$ cat config.mk
export PLATFORM = sky130hd
export DESIGN_NAME = tcc_core
export DESIGN_NICKNAME = d
export VERILOG_FILES = /design/src/shared/tcc_pkg.sv /design/src/logic/tcc_core.sv
export VERILOG_INCLUDE_DIRS = /design/src /design/src/shared
export SDC_FILE = /design/constraint.sdc
export NUM_CORES = 1
export LEC_CHECK = 0
export ABC_CLOCK_PERIOD_IN_PS = 4650
export BUFFER_PORTS_ARGS = -buffer_cell sky130_fd_sc_hd__buf_2
export CAP_MARGIN = 20
export CORE_ASPECT_RATIO = 1.25
export CORE_MARGIN = 2
export CORE_UTILIZATION = 30
export DETAILED_ROUTE_END_ITERATION = 7
export PLACE_DENSITY = 0.52
export SKIP_CTS_REPAIR_TIMING = 1
export SYNTH_ARGS = -nofsm -noshare
export SYNTH_HDL_FRONTEND = slang
export SYNTH_SLANG_ARGS = --single-unit
$ cat constraint.sdc
create_clock -name clock -period 4.65 [get_ports clock]
set_input_delay 0.6975 -clock clock [delete_from_list [all_inputs] [get_ports clock]]
set_output_delay 0.6975 -clock clock [all_outputs]
set_load 0.05 [all_outputs]
$ cat src/shared/tcc_regs.svh
`ifndef TCC_REGS_SVH
`define TCC_REGS_SVH

// Byte addresses on the APB bus (one aligned word each)
`define TCC_ADDR_SC 12'h000
`define TCC_ADDR_CNTH 12'h004
`define TCC_ADDR_CNTL 12'h008
`define TCC_ADDR_MODH 12'h00C
`define TCC_ADDR_MODL 12'h010

// Status/control field positions
`define TCC_SC_OVF 7
`define TCC_SC_OVIE 6
`define TCC_SC_CPWM 5
`define TCC_SC_CLKS_HI 4
`define TCC_SC_CLKS_LO 3
`define TCC_SC_PS_HI 2
`define TCC_SC_PS_LO 0

// Clock source codes
`define TCC_CLK_NONE 2'h0
`define TCC_CLK_BUS 2'h1
`define TCC_CLK_FIXED 2'h2
`define TCC_CLK_EXT 2'h3

`define TCC_CNT_ZERO 16'h0000
`define TCC_CNT_ONE 16'h0001
`define TCC_CNT_ALL 16'hFFFF
`define TCC_MOD_RESET 16'h0000
`define TCC_PS_MAX 8'h7F

`endif

$ cat src/shared/tcc_pkg.sv
package tcc_pkg;

    typedef struct packed {
        logic ovfIrqEnable;
        logic centerPwmSelect;
        logic [1:0] clockSourceSel;
        logic [2:0] prescaleSel;
    } tcc_ctrl_t;

    typedef struct packed {
        logic [15:0] count;
        logic countDown;
        logic centerPwm;
    } tcc_cnt_out_t;

    typedef enum logic [1:0] {
        TCC_LATCH_IDLE = 2'b00,
        TCC_LATCH_HIGH = 2'b01,
        TCC_LATCH_LOW = 2'b10
    } tcc_latch_t;

endpackage : tcc_pkg

$ cat src/logic/tcc_core.sv
`timescale 1ns/1ps
`include "tcc_regs.svh"
// Notes on behaviour
// - Overflow flag sets at modulo: up counting wraps to zero, center counting turns down.
// - Flag clears by reading status while set, then writing zero to it.
// - A new overflow during the clear sequence restarts it; flag stays set.
// - Writing one to the flag does nothing; reset clears flag, enable, center select.
// - Interrupt request while flag and enable are both one.
// - Center select off counts up only; on counts up and down.
// - Clock source field: none, bus, fixed-frequency, external.
// - Prescaler divides selected clock by two to the field value.
// - Prescaler sits after source selection; new value applies next cycle.
// - Reading a counter byte latches both bytes until the other is read.
// - Reset or status write re-arms the counter read latch.
// - Any counter byte write clears the counter and re-arms the latch.
// - Debug active freezes the counter and the read latch state.
// - In debug, status or counter writes still re-arm the read latch.
// - Up counting: at modulo the counter restarts from zero next tick.
// - After one modulo byte write, overflow is suppressed until the other.
// - Reset loads modulo zero, giving a free-running counter.
// - Modulo writes are buffered; with no clock the value applies at once.
// - With a clock, buffered modulo applies on the up-counting step to modulo; in center mode it stays pending.
// - Status writes reset the modulo byte latching, debug or not.
// - In debug, modulo latches hold and writes go straight to modulo.
// - Modulo of all zeros or all ones runs the full 16-bit range.
// - Center mode counts up to modulo then down to zero, repeating.
module tcc_core
    import tcc_pkg::*;
(
    input wire logic clock,
    input wire logic rst,
    input wire logic psel,
    input wire logic penable,
    input wire logic pwrite,
    input wire logic [11:0] paddr,
    input wire logic [31:0] pwdata,
    output logic [31:0] prdata,
    output logic pready,
    output logic pslverr,
    input wire logic fixedFreqTick,
    input wire logic externalCountClock,
    input wire logic backgroundDebugActive,
    output logic overflowIrq,
    output tcc_cnt_out_t counterOut
);

    logic acc, wrEn, rdEn;
    logic selSc, selCntH, selCntL, selModH, selModL, mapped;
    assign acc = psel && penable;
    assign wrEn = acc && pwrite;
    assign rdEn = acc && !pwrite;
    assign pready = 1'b1;

    always_comb begin
        selSc = 1'b0;
        selCntH = 1'b0;
        selCntL = 1'b0;
        selModH = 1'b0;
        selModL = 1'b0;
        if (paddr == `TCC_ADDR_SC) begin
            selSc = 1'b1;
        end else if (paddr == `TCC_ADDR_CNTH) begin
            selCntH = 1'b1;
        end else if (paddr == `TCC_ADDR_CNTL) begin
            selCntL = 1'b1;
        end else if (paddr == `TCC_ADDR_MODH) begin
            selModH = 1'b1;
        end else if (paddr == `TCC_ADDR_MODL) begin
            selModL = 1'b1;
        end
    end
    assign mapped = selSc | selCntH | selCntL | selModH | selModL;
    assign pslverr = acc && !mapped;

    // External clock: three-stage synchroniser, edge when stages two and three agree
    logic [2:0] extSync_q, extSync_d;
    logic extStable_q, extStable_d;
    logic extRise;
    always_comb begin
        extSync_d = {extSync_q[1:0], externalCountClock};
        extStable_d = extStable_q;
        if (extSync_q[2] == extSync_q[1]) begin
            extStable_d = extSync_q[2];
        end
    end
    assign extRise = (extSync_q[2] == extSync_q[1]) && extSync_q[2] && !extStable_q;

    // Registers
    tcc_ctrl_t ctrl_q, ctrl_d;
    logic ovf_q, ovf_d;
    logic ovfArmed_q, ovfArmed_d;
    logic [15:0] cnt_q, cnt_d;
    logic down_q, down_d;
    logic [6:0] pre_q, pre_d;
    logic [15:0] mod_q, mod_d;
    logic [7:0] modBufH_q, modBufH_d, modBufL_q, modBufL_d;
    logic modHWr_q, modHWr_d, modLWr_q, modLWr_d;
    logic modPend_q, modPend_d;
    tcc_latch_t latch_q, latch_d;
    logic [15:0] snap_q, snap_d;
    logic [31:0] prdata_q, prdata_d;

    logic srcTick, tick, freeRun, atTop, wrap, modHalf;
    logic [7:0] preMask;
    logic [15:0] nextCnt;

    always_comb begin
        case (ctrl_q.clockSourceSel)
            `TCC_CLK_BUS: srcTick = 1'b1;
            `TCC_CLK_FIXED: srcTick = fixedFreqTick;
            `TCC_CLK_EXT: srcTick = extRise;
            default: srcTick = 1'b0;
        endcase
    end
    // Prescaler follows the selected source; mask from current register bits
    assign preMask = 8'(`TCC_PS_MAX >> (3'h7 - ctrl_q.prescaleSel));
    assign tick = srcTick && ((pre_q & preMask[6:0]) == preMask[6:0]) && !backgroundDebugActive;
    assign freeRun = (mod_q == `TCC_CNT_ZERO) || (mod_q == `TCC_CNT_ALL);
    assign atTop = freeRun ? (cnt_q == `TCC_CNT_ALL) : (cnt_q == mod_q);
    assign modHalf = modHWr_q ^ modLWr_q;
    logic [15:0] modBuf, modNext;
    // A buffered zero means free-running, so it lands on the step into the top count
    assign modBuf = {modBufH_q, modBufL_q};
    assign modNext = (modBuf == `TCC_CNT_ZERO) ? `TCC_CNT_ALL : modBuf;

    always_comb begin
        nextCnt = cnt_q + `TCC_CNT_ONE;
        wrap = 1'b0;
        down_d = down_q;
        if (ctrl_q.centerPwmSelect) begin
            if (down_q) begin
                nextCnt = cnt_q - `TCC_CNT_ONE;
                if (cnt_q == `TCC_CNT_ONE) begin
                    down_d = 1'b0;
                end
                if (cnt_q == `TCC_CNT_ZERO) begin
                    nextCnt = `TCC_CNT_ONE;
                    down_d = 1'b0;
                end
            end else if (atTop) begin
                nextCnt = cnt_q - `TCC_CNT_ONE;
                down_d = 1'b1;
                wrap = 1'b1;
            end
        end else begin
            down_d = 1'b0;
            if (atTop) begin
                nextCnt = `TCC_CNT_ZERO;
                wrap = 1'b1;
            end
        end
        if (!tick) begin
            down_d = down_q;
        end
        if (wrEn && (selCntH || selCntL)) begin
            down_d = 1'b0;
        end
    end

    always_comb begin
        ctrl_d = ctrl_q;
        ovf_d = ovf_q;
        ovfArmed_d = ovfArmed_q;
        cnt_d = cnt_q;
        pre_d = tick || !srcTick ? pre_q : 7'(pre_q + 7'h01);
        mod_d = mod_q;
        modBufH_d = modBufH_q;
        modBufL_d = modBufL_q;
        modHWr_d = modHWr_q;
        modLWr_d = modLWr_q;
        modPend_d = modPend_q;
        latch_d = latch_q;
        snap_d = snap_q;
        prdata_d = prdata_q;
        if (tick) begin
            pre_d = 7'h00;
            cnt_d = nextCnt;
        end
        if (ctrl_q.clockSourceSel == `TCC_CLK_NONE) begin
            pre_d = 7'h00;
        end
        // Buffered modulo applies on the step into the new top count
        if (tick && modPend_q && !ctrl_q.centerPwmSelect && nextCnt == modNext) begin
            mod_d = {modBufH_q, modBufL_q};
            modPend_d = 1'b0;
        end
        // Status read while set arms the clear
        if (rdEn && selSc && ovf_q) begin
            ovfArmed_d = 1'b1;
        end
        // Reads: coherent counter snapshot
        if (rdEn) begin
            prdata_d = 32'h0000_0000;
            if (selSc) begin
                prdata_d[7:0] = {ovf_q, ctrl_q};
            end else if (selCntH || selCntL) begin
                if (latch_q == TCC_LATCH_IDLE) begin
                    prdata_d[7:0] = selCntH ? cnt_q[15:8] : cnt_q[7:0];
                    if (!backgroundDebugActive) begin
                        snap_d = cnt_q;
                        latch_d = selCntH ? TCC_LATCH_HIGH : TCC_LATCH_LOW;
                    end
                end else begin
                    prdata_d[7:0] = selCntH ? snap_q[15:8] : snap_q[7:0];
                    if (!backgroundDebugActive
                            && ((latch_q == TCC_LATCH_HIGH) == selCntL)) begin
                        latch_d = TCC_LATCH_IDLE;
                    end
                end
            end else if (selModH) begin
                prdata_d[7:0] = mod_q[15:8];
            end else if (selModL) begin
                prdata_d[7:0] = mod_q[7:0];
            end
        end
        if (wrEn && selSc) begin
            ctrl_d = pwdata[`TCC_SC_OVIE:`TCC_SC_PS_LO];
            if (!pwdata[`TCC_SC_OVF] && ovfArmed_q) begin
                ovf_d = 1'b0;
            end
            ovfArmed_d = 1'b0;
            latch_d = TCC_LATCH_IDLE;
            modHWr_d = 1'b0;
            modLWr_d = 1'b0;
        end
        if (wrEn && (selCntH || selCntL)) begin
            cnt_d = `TCC_CNT_ZERO;
            pre_d = 7'h00;
            latch_d = TCC_LATCH_IDLE;
        end
        if (wrEn && (selModH || selModL)) begin
            if (backgroundDebugActive) begin
                if (selModH) begin
                    mod_d[15:8] = pwdata[7:0];
                end else begin
                    mod_d[7:0] = pwdata[7:0];
                end
            end else begin
                if (selModH) begin
                    modBufH_d = pwdata[7:0];
                    modHWr_d = 1'b1;
                end else begin
                    modBufL_d = pwdata[7:0];
                    modLWr_d = 1'b1;
                end
                if ((selModH && modLWr_q) || (selModL && modHWr_q)) begin
                    modHWr_d = 1'b0;
                    modLWr_d = 1'b0;
                    if (ctrl_q.clockSourceSel == `TCC_CLK_NONE) begin
                        mod_d = selModH ? {pwdata[7:0], modBufL_q} : {modBufH_q, pwdata[7:0]};
                    end else begin
                        modPend_d = 1'b1;
                    end
                end
            end
        end
        // Overflow sets and disarms the clear sequence; set wins over clear
        if (tick && wrap && !modHalf) begin
            ovf_d = 1'b1;
            ovfArmed_d = 1'b0;
        end
    end

    always_ff @(posedge clock) begin
        if (rst) begin
            extSync_q <= 3'h0;
            extStable_q <= 1'b0;
            ctrl_q <= '0;
            ovf_q <= 1'b0;
            ovfArmed_q <= 1'b0;
            cnt_q <= `TCC_CNT_ZERO;
            down_q <= 1'b0;
            pre_q <= 7'h00;
            mod_q <= `TCC_MOD_RESET;
            modBufH_q <= 8'h00;
            modBufL_q <= 8'h00;
            modHWr_q <= 1'b0;
            modLWr_q <= 1'b0;
            modPend_q <= 1'b0;
            latch_q <= TCC_LATCH_IDLE;
            snap_q <= `TCC_CNT_ZERO;
            prdata_q <= 32'h0000_0000;
        end else begin
            extSync_q <= extSync_d;
            extStable_q <= extStable_d;
            ctrl_q <= ctrl_d;
            ovf_q <= ovf_d;
            ovfArmed_q <= ovfArmed_d;
            cnt_q <= cnt_d;
            down_q <= down_d;
            pre_q <= pre_d;
            mod_q <= mod_d;
            modBufH_q <= modBufH_d;
            modBufL_q <= modBufL_d;
            modHWr_q <= modHWr_d;
            modLWr_q <= modLWr_d;
            modPend_q <= modPend_d;
            latch_q <= latch_d;
            snap_q <= snap_d;
            prdata_q <= prdata_d;
        end
    end

    assign prdata = rdEn ? prdata_d : prdata_q;
    assign overflowIrq = ovf_q && ctrl_q.ovfIrqEnable;
    assign counterOut = '{count: cnt_q, countDown: down_q, centerPwm: ctrl_q.centerPwmSelect};

    // Assertions
    irq_on_wrap_a: assert property (@(posedge clock) disable iff (rst)
        tick && wrap && !modHalf && ctrl_q.ovfIrqEnable && !(wrEn && selSc) |=> overflowIrq)
        else $error("overflow did not raise irq");
    cnt_clear_a: assert property (@(posedge clock) disable iff (rst)
        wrEn && (selCntH || selCntL) |=> cnt_q == `TCC_CNT_ZERO) else $error("counter not cleared");
    debug_freeze_a: assert property (@(posedge clock) disable iff (rst)
        backgroundDebugActive && !wrEn |=> $stable(cnt_q)) else $error("counter moved in debug");
    one_no_clear_a: assert property (@(posedge clock) disable iff (rst)
        ovf_q && wrEn && selSc && pwdata[`TCC_SC_OVF] |=> ovf_q) else $error("write one cleared flag");
    ovf_set_a: assert property (@(posedge clock) disable iff (rst)
        tick && wrap && !modHalf |=> ovf_q) else $error("overflow not flagged");
    up_wrap_a: assert property (@(posedge clock) disable iff (rst)
        tick && !ctrl_q.centerPwmSelect && atTop && !wrEn |=> cnt_q == `TCC_CNT_ZERO)
        else $error("no wrap at modulo");
    clear_needs_read_a: assert property (@(posedge clock) disable iff (rst)
        ovf_q && !ovfArmed_q && !(rdEn && selSc) |=> ovf_q) else $error("flag cleared without read");
    sc_rearm_a: assert property (@(posedge clock) disable iff (rst)
        wrEn && selSc |=> latch_q == TCC_LATCH_IDLE && !modHWr_q && !modLWr_q)
        else $error("latches not rearmed");
    half_mod_a: assert property (@(posedge clock) disable iff (rst)
        modHalf && !wrEn |=> $stable(ovf_q) || !ovf_q) else $error("overflow during half modulo");
    idle_mod_a: assert property (@(posedge clock) disable iff (rst)
        ctrl_q.clockSourceSel == `TCC_CLK_NONE && wrEn && selModL && modHWr_q && !backgroundDebugActive
        |=> mod_q[7:0] == $past(pwdata[7:0])) else $error("modulo not applied");
    mod_apply_a: assert property (@(posedge clock) disable iff (rst)
        tick && modPend_q && !ctrl_q.centerPwmSelect && nextCnt == modNext && !wrEn
        |=> mod_q == $past(modBuf) && !modPend_q) else $error("buffered modulo not applied");
    snap_hold_a: assert property (@(posedge clock) disable iff (rst)
        latch_q != TCC_LATCH_IDLE |=> $stable(snap_q)) else $error("counter snapshot changed");
    debug_mod_a: assert property (@(posedge clock) disable iff (rst)
        backgroundDebugActive && wrEn && selModL |=> mod_q[7:0] == $past(pwdata[7:0]) && $stable(modLWr_q))
        else $error("debug modulo write not direct");
    stop_clk_a: assert property (@(posedge clock) disable iff (rst)
        ctrl_q.clockSourceSel == `TCC_CLK_NONE |-> !tick) else $error("counter ticked with no clock");

endmodule : tcc_core

==> flow_metrics.tcl <==
set metrics [dict create \
    outcome "finished clean" \
    postPlaceCellArea_mm2 0.00915 \
    final.setup_skew_ns 0.0104 \
    initial_utilization_pct 30.5 \
    timing.final.ws_setup_ns 0.268 \
    critical_path_startpoint_category "flop" \
    synth_mux_area_share_pct 5.60 \
    num_antenna_cells 0 \
    clock_insertion_delay_worst_skew_ns 0.43 \
    critical_path.max_fanout 7 \
    remaining_drc_errors 0 \
    clock_path_buffers 2 \
    num-fill-cells 2795 \
    synthesis.area_per_instance_um2 7.73 \
    netlist_top_cells_area "sky130_fd_sc_hd__dfxtp_1 30%, sky130_fd_sc_hd__nand2_1 5.8%, sky130_fd_sc_hd__nor2_1 4.5%" \
    min_period_over_period_pct 94.2 \
    finalMaxSlewViolations 0 \
    drt_pre_antenna_iters 6 \
    synthFlopType "sky130_fd_sc_hd__dfxtp_1" \
    grt_util_overall_pct 20.9 \
    rr_worst_depth 14 \
    main_combinational_cell_family_by_area_after_synthesis "simple AND/OR/NAND/NOR gates" \
    post-layout-total-power_mw 2.53 \
    io_pins 105 \
    synth.lib_cells_used.distinct 88 \
    synth.yosys.seq_area_share_pct 29.7 \
    numPortBuffers 79 \
    synthesis.instances 1063 \
    design.die.area_mm2 0.0287 \
    holdPathEnd "extSync_q[1]" \
    totalNegativeSetupSlack_ns 0 \
    powerDensity_mw_per_mm2 259 \
    transition_time_at_the_pin_with_the_least_slew_margin_ns 0.930 \
    worst_ir_drop_vdd_uv 184 \
    synth-adder-area-share_pct 0.914 \
    synth.ff_latch_count 122 \
    synth_area_leader_cell "sky130_fd_sc_hd__dfxtp_1" \
    max_freq_ghz 0.228 \
    worst-endpoint-arrival_ns 4.69 \
    drt-vias-per-instance 5.58 \
    routed_wl_per_cell_um 20.3 \
    detailedRoute.firstIterationViolations 823 \
    fraction_of_final_layout_cells_sized_beyond_drive_strength_1_pct 19.6 \
    synth_top_cell_area_share_pct 29.7 \
    globalRouteOverflowTotal 0 \
    clkSlewWorstSetupHoldPaths_ns 0.06 \
    gp_congestion 0.934 \
    first_global_vias 8028 \
    required_ns 4.96 \
    hold_path.class "reg -> reg" \
    post_route_ant_nets 0 \
    unrepaired_setup_endpoints_after_global_routing "false" \
    grt_start_max_net_pins 56 \
    detailroute.via_count 8365 \
    area_fraction_in_compound_gates_after_synthesis_pct 22.8 \
    routed_wl_um 30400 \
    cell_count_of_the_worst_hold_path 1 \
    timing.critical_path.to_type "flop" \
    reg2reg_slack_ns 0.27 \
    area.sequential_mm2 0.00244 \
    multi_input_area_mm2 0.00529 \
    critical_path.reg2reg.startpoint "mod_q[15]" \
    dp_worst_setup_slack_ns 0.287 \
    power.static_leakage_nw 3.68 \
    synth.cell_area_mm2 0.00822 \
    syn2layout_area_growth_pct 19.1 \
    final.hold.worst_slack_ns 0.444 \
    crit_path_time_final_ns 4.38 \
    die_y_um 189 \
    place_hpwl_um 22400 \
    slew-limit-headroom_pct 38.0 \
    die-width_um 152 \
    report.final.hold_viol_count 0 \
    placement_rows 67 \
    yosys_warnings 0 \
    critPathKind "reg -> reg" \
    cts-buffers-inserted 17 \
    postLayoutCellArea_mm2 0.00979 \
    finish.net_count 1199 \
    number_of_enable_type_register_cells_in_the_synthesized_netlist 0 \
    final-setup-viol-count 0 \
    cts.root.buffer_cell "sky130_fd_sc_hd__clkbuf_16" \
    cts_tree "built" \
    grt_antenna_before_repair 0 \
    synth-xor-area-share_pct 4.48 \
    synth.net_count 1121 \
    cts.sink_count 122 \
    core-area_mm2 0.0269 \
    yosys.area_share.simple_pct 30.4 \
    worstHoldStart "extSync_q[0]" \
    crit-reg2reg-capture "mod_q[11]" \
    async_reset_ff_share_pct 0 \
    drv.max_cap_violation_count 0 \
    first_pass_grt_wire_length_um 47400 \
    cts.htree.levels 4 \
]
-- worst max path at each step --
stage / endpoint / cells after the start / slack [ns] / from
3_5_place_dp: mod_q[11] / 14 / 0.29 / mod_q[15]
2_1_floorplan: mod_q[11] / 16 / 0.33 / cnt_q[0]
5_1_grt: mod_q[11] / 14 / 0.07 / mod_q[12]
4_1_cts: mod_q[11] / 14 / 0.28 / mod_q[15]
6_report: mod_q[11] / 14 / 0.27 / mod_q[15]
3_3_place_gp: mod_q[9] / 14 / 0.25 / mod_q[12]
-- where the power goes --
part	internal [mW]	switching [mW]	total, mW
combinational	0.0171	0.0517	0.0688
clock	0.855	0.560	1.41
sequential	1.05	0.000486	1.05
total	1.92	0.612	2.53
-- registers in the layout, summed over array words and instances (netlist names) --
name         cells
modLWr_q         1
prdata_q        32
ctrl_q           6
pre_q            7
snap_q          16
modHWr_q         1
counterOut       1
ovfArmed_q       1
extSync_q        3
cnt_q           16
extStable_q      1
down_q           1
modBufH_q        8
ovf_q            1
latch_q          2
mod_q           16
modPend_q        1
modBufL_q        8
-- final cells by class --
type                    instances  share of cell area, %
clock inverters                15                   1.93
clock buffers                  17                   4.35
multi-input cells             825                   54.1
inverters                      30                   1.15
repair buffers                145                   9.13
flip-flops and latches        122                   25.0
well taps                     345                   4.41
-- Yosys cell counts, drive strengths merged, types with 9 or more instances --
library cell    n
a21oi          60
dfxtp         122
nor2b          38
xnor2          24
nand4          25
nand2b         10
a22oi           9
clkbuf         60
and3           13
nand2         126
and2           32
a211oi         17
nand3          26
mux2i          25
buf            26
a21boi         11
nor4           21
a31oi          10
xor2           18
nor2          100
o31a           13
o21ai          60
nor3           39
inv            30
o22ai          15
or3            12
-- per-stage QoR --
stage | instances | util [%]
floorplan | 1063 | -
global placement | 1465 | 34.0
detailed placement | 1465 | 34.0
CTS | 1497 | 36.3
global route | 1499 | 36.4
finish | 1499 | 36.4
-- routing by layer --
metal / track usage [%] / part of all wire (%)
met1: 25.8 / 43
met2: 34.6 / 47
met3: 3.00 / 4.8
met4: 12.6 / 5.7
met5: 0 / 0
-- critical path, cell delays in order (launching register included) --
cell and delay, ns:
sky130_fd_sc_hd__dfxtp_1 0.40, sky130_fd_sc_hd__nor4_1 0.45, sky130_fd_sc_hd__nand4_2 0.33, sky130_fd_sc_hd__a21oi_2 0.33, sky130_fd_sc_hd__nand2b_1 0.29, sky130_fd_sc_hd__nor4_2 0.41, sky130_fd_sc_hd__buf_4 0.18, sky130_fd_sc_hd__mux2i_1 0.28
sky130_fd_sc_hd__nand3_1 0.11, sky130_fd_sc_hd__nor4_1 0.30, sky130_fd_sc_hd__nand4_1 0.32, sky130_fd_sc_hd__nor3_4 0.35, sky130_fd_sc_hd__buf_4 0.22, sky130_fd_sc_hd__mux2i_1 0.21, sky130_fd_sc_hd__o22ai_1 0.08
-- logic make-up after synthesis --
| kind of cell | count (synthesis) |
|---|---|
| flip-flops | 122 |
| other | 1 |
| adder cells (fa/ha/maj) | 6 |
| buffers and inverters | 116 |
| AND/OR/NAND/NOR | 477 |
| XOR/XNOR | 42 |
| multiplexers | 35 |
| AO/OA/AOI/OAI | 264 |
-- layout by cell type, fill, tap and decap left out, drive strengths merged, types with 25 or more instances in the layout --
cell	n
mux2i	25
nor3	39
o21ai	60
nand3	26
nor2	100
a21oi	60
nand4	25
nand2	126
inv	36
buf	145
dfxtp	122
and2	32
nor2b	38
Power figures use the tool's default switching activity.
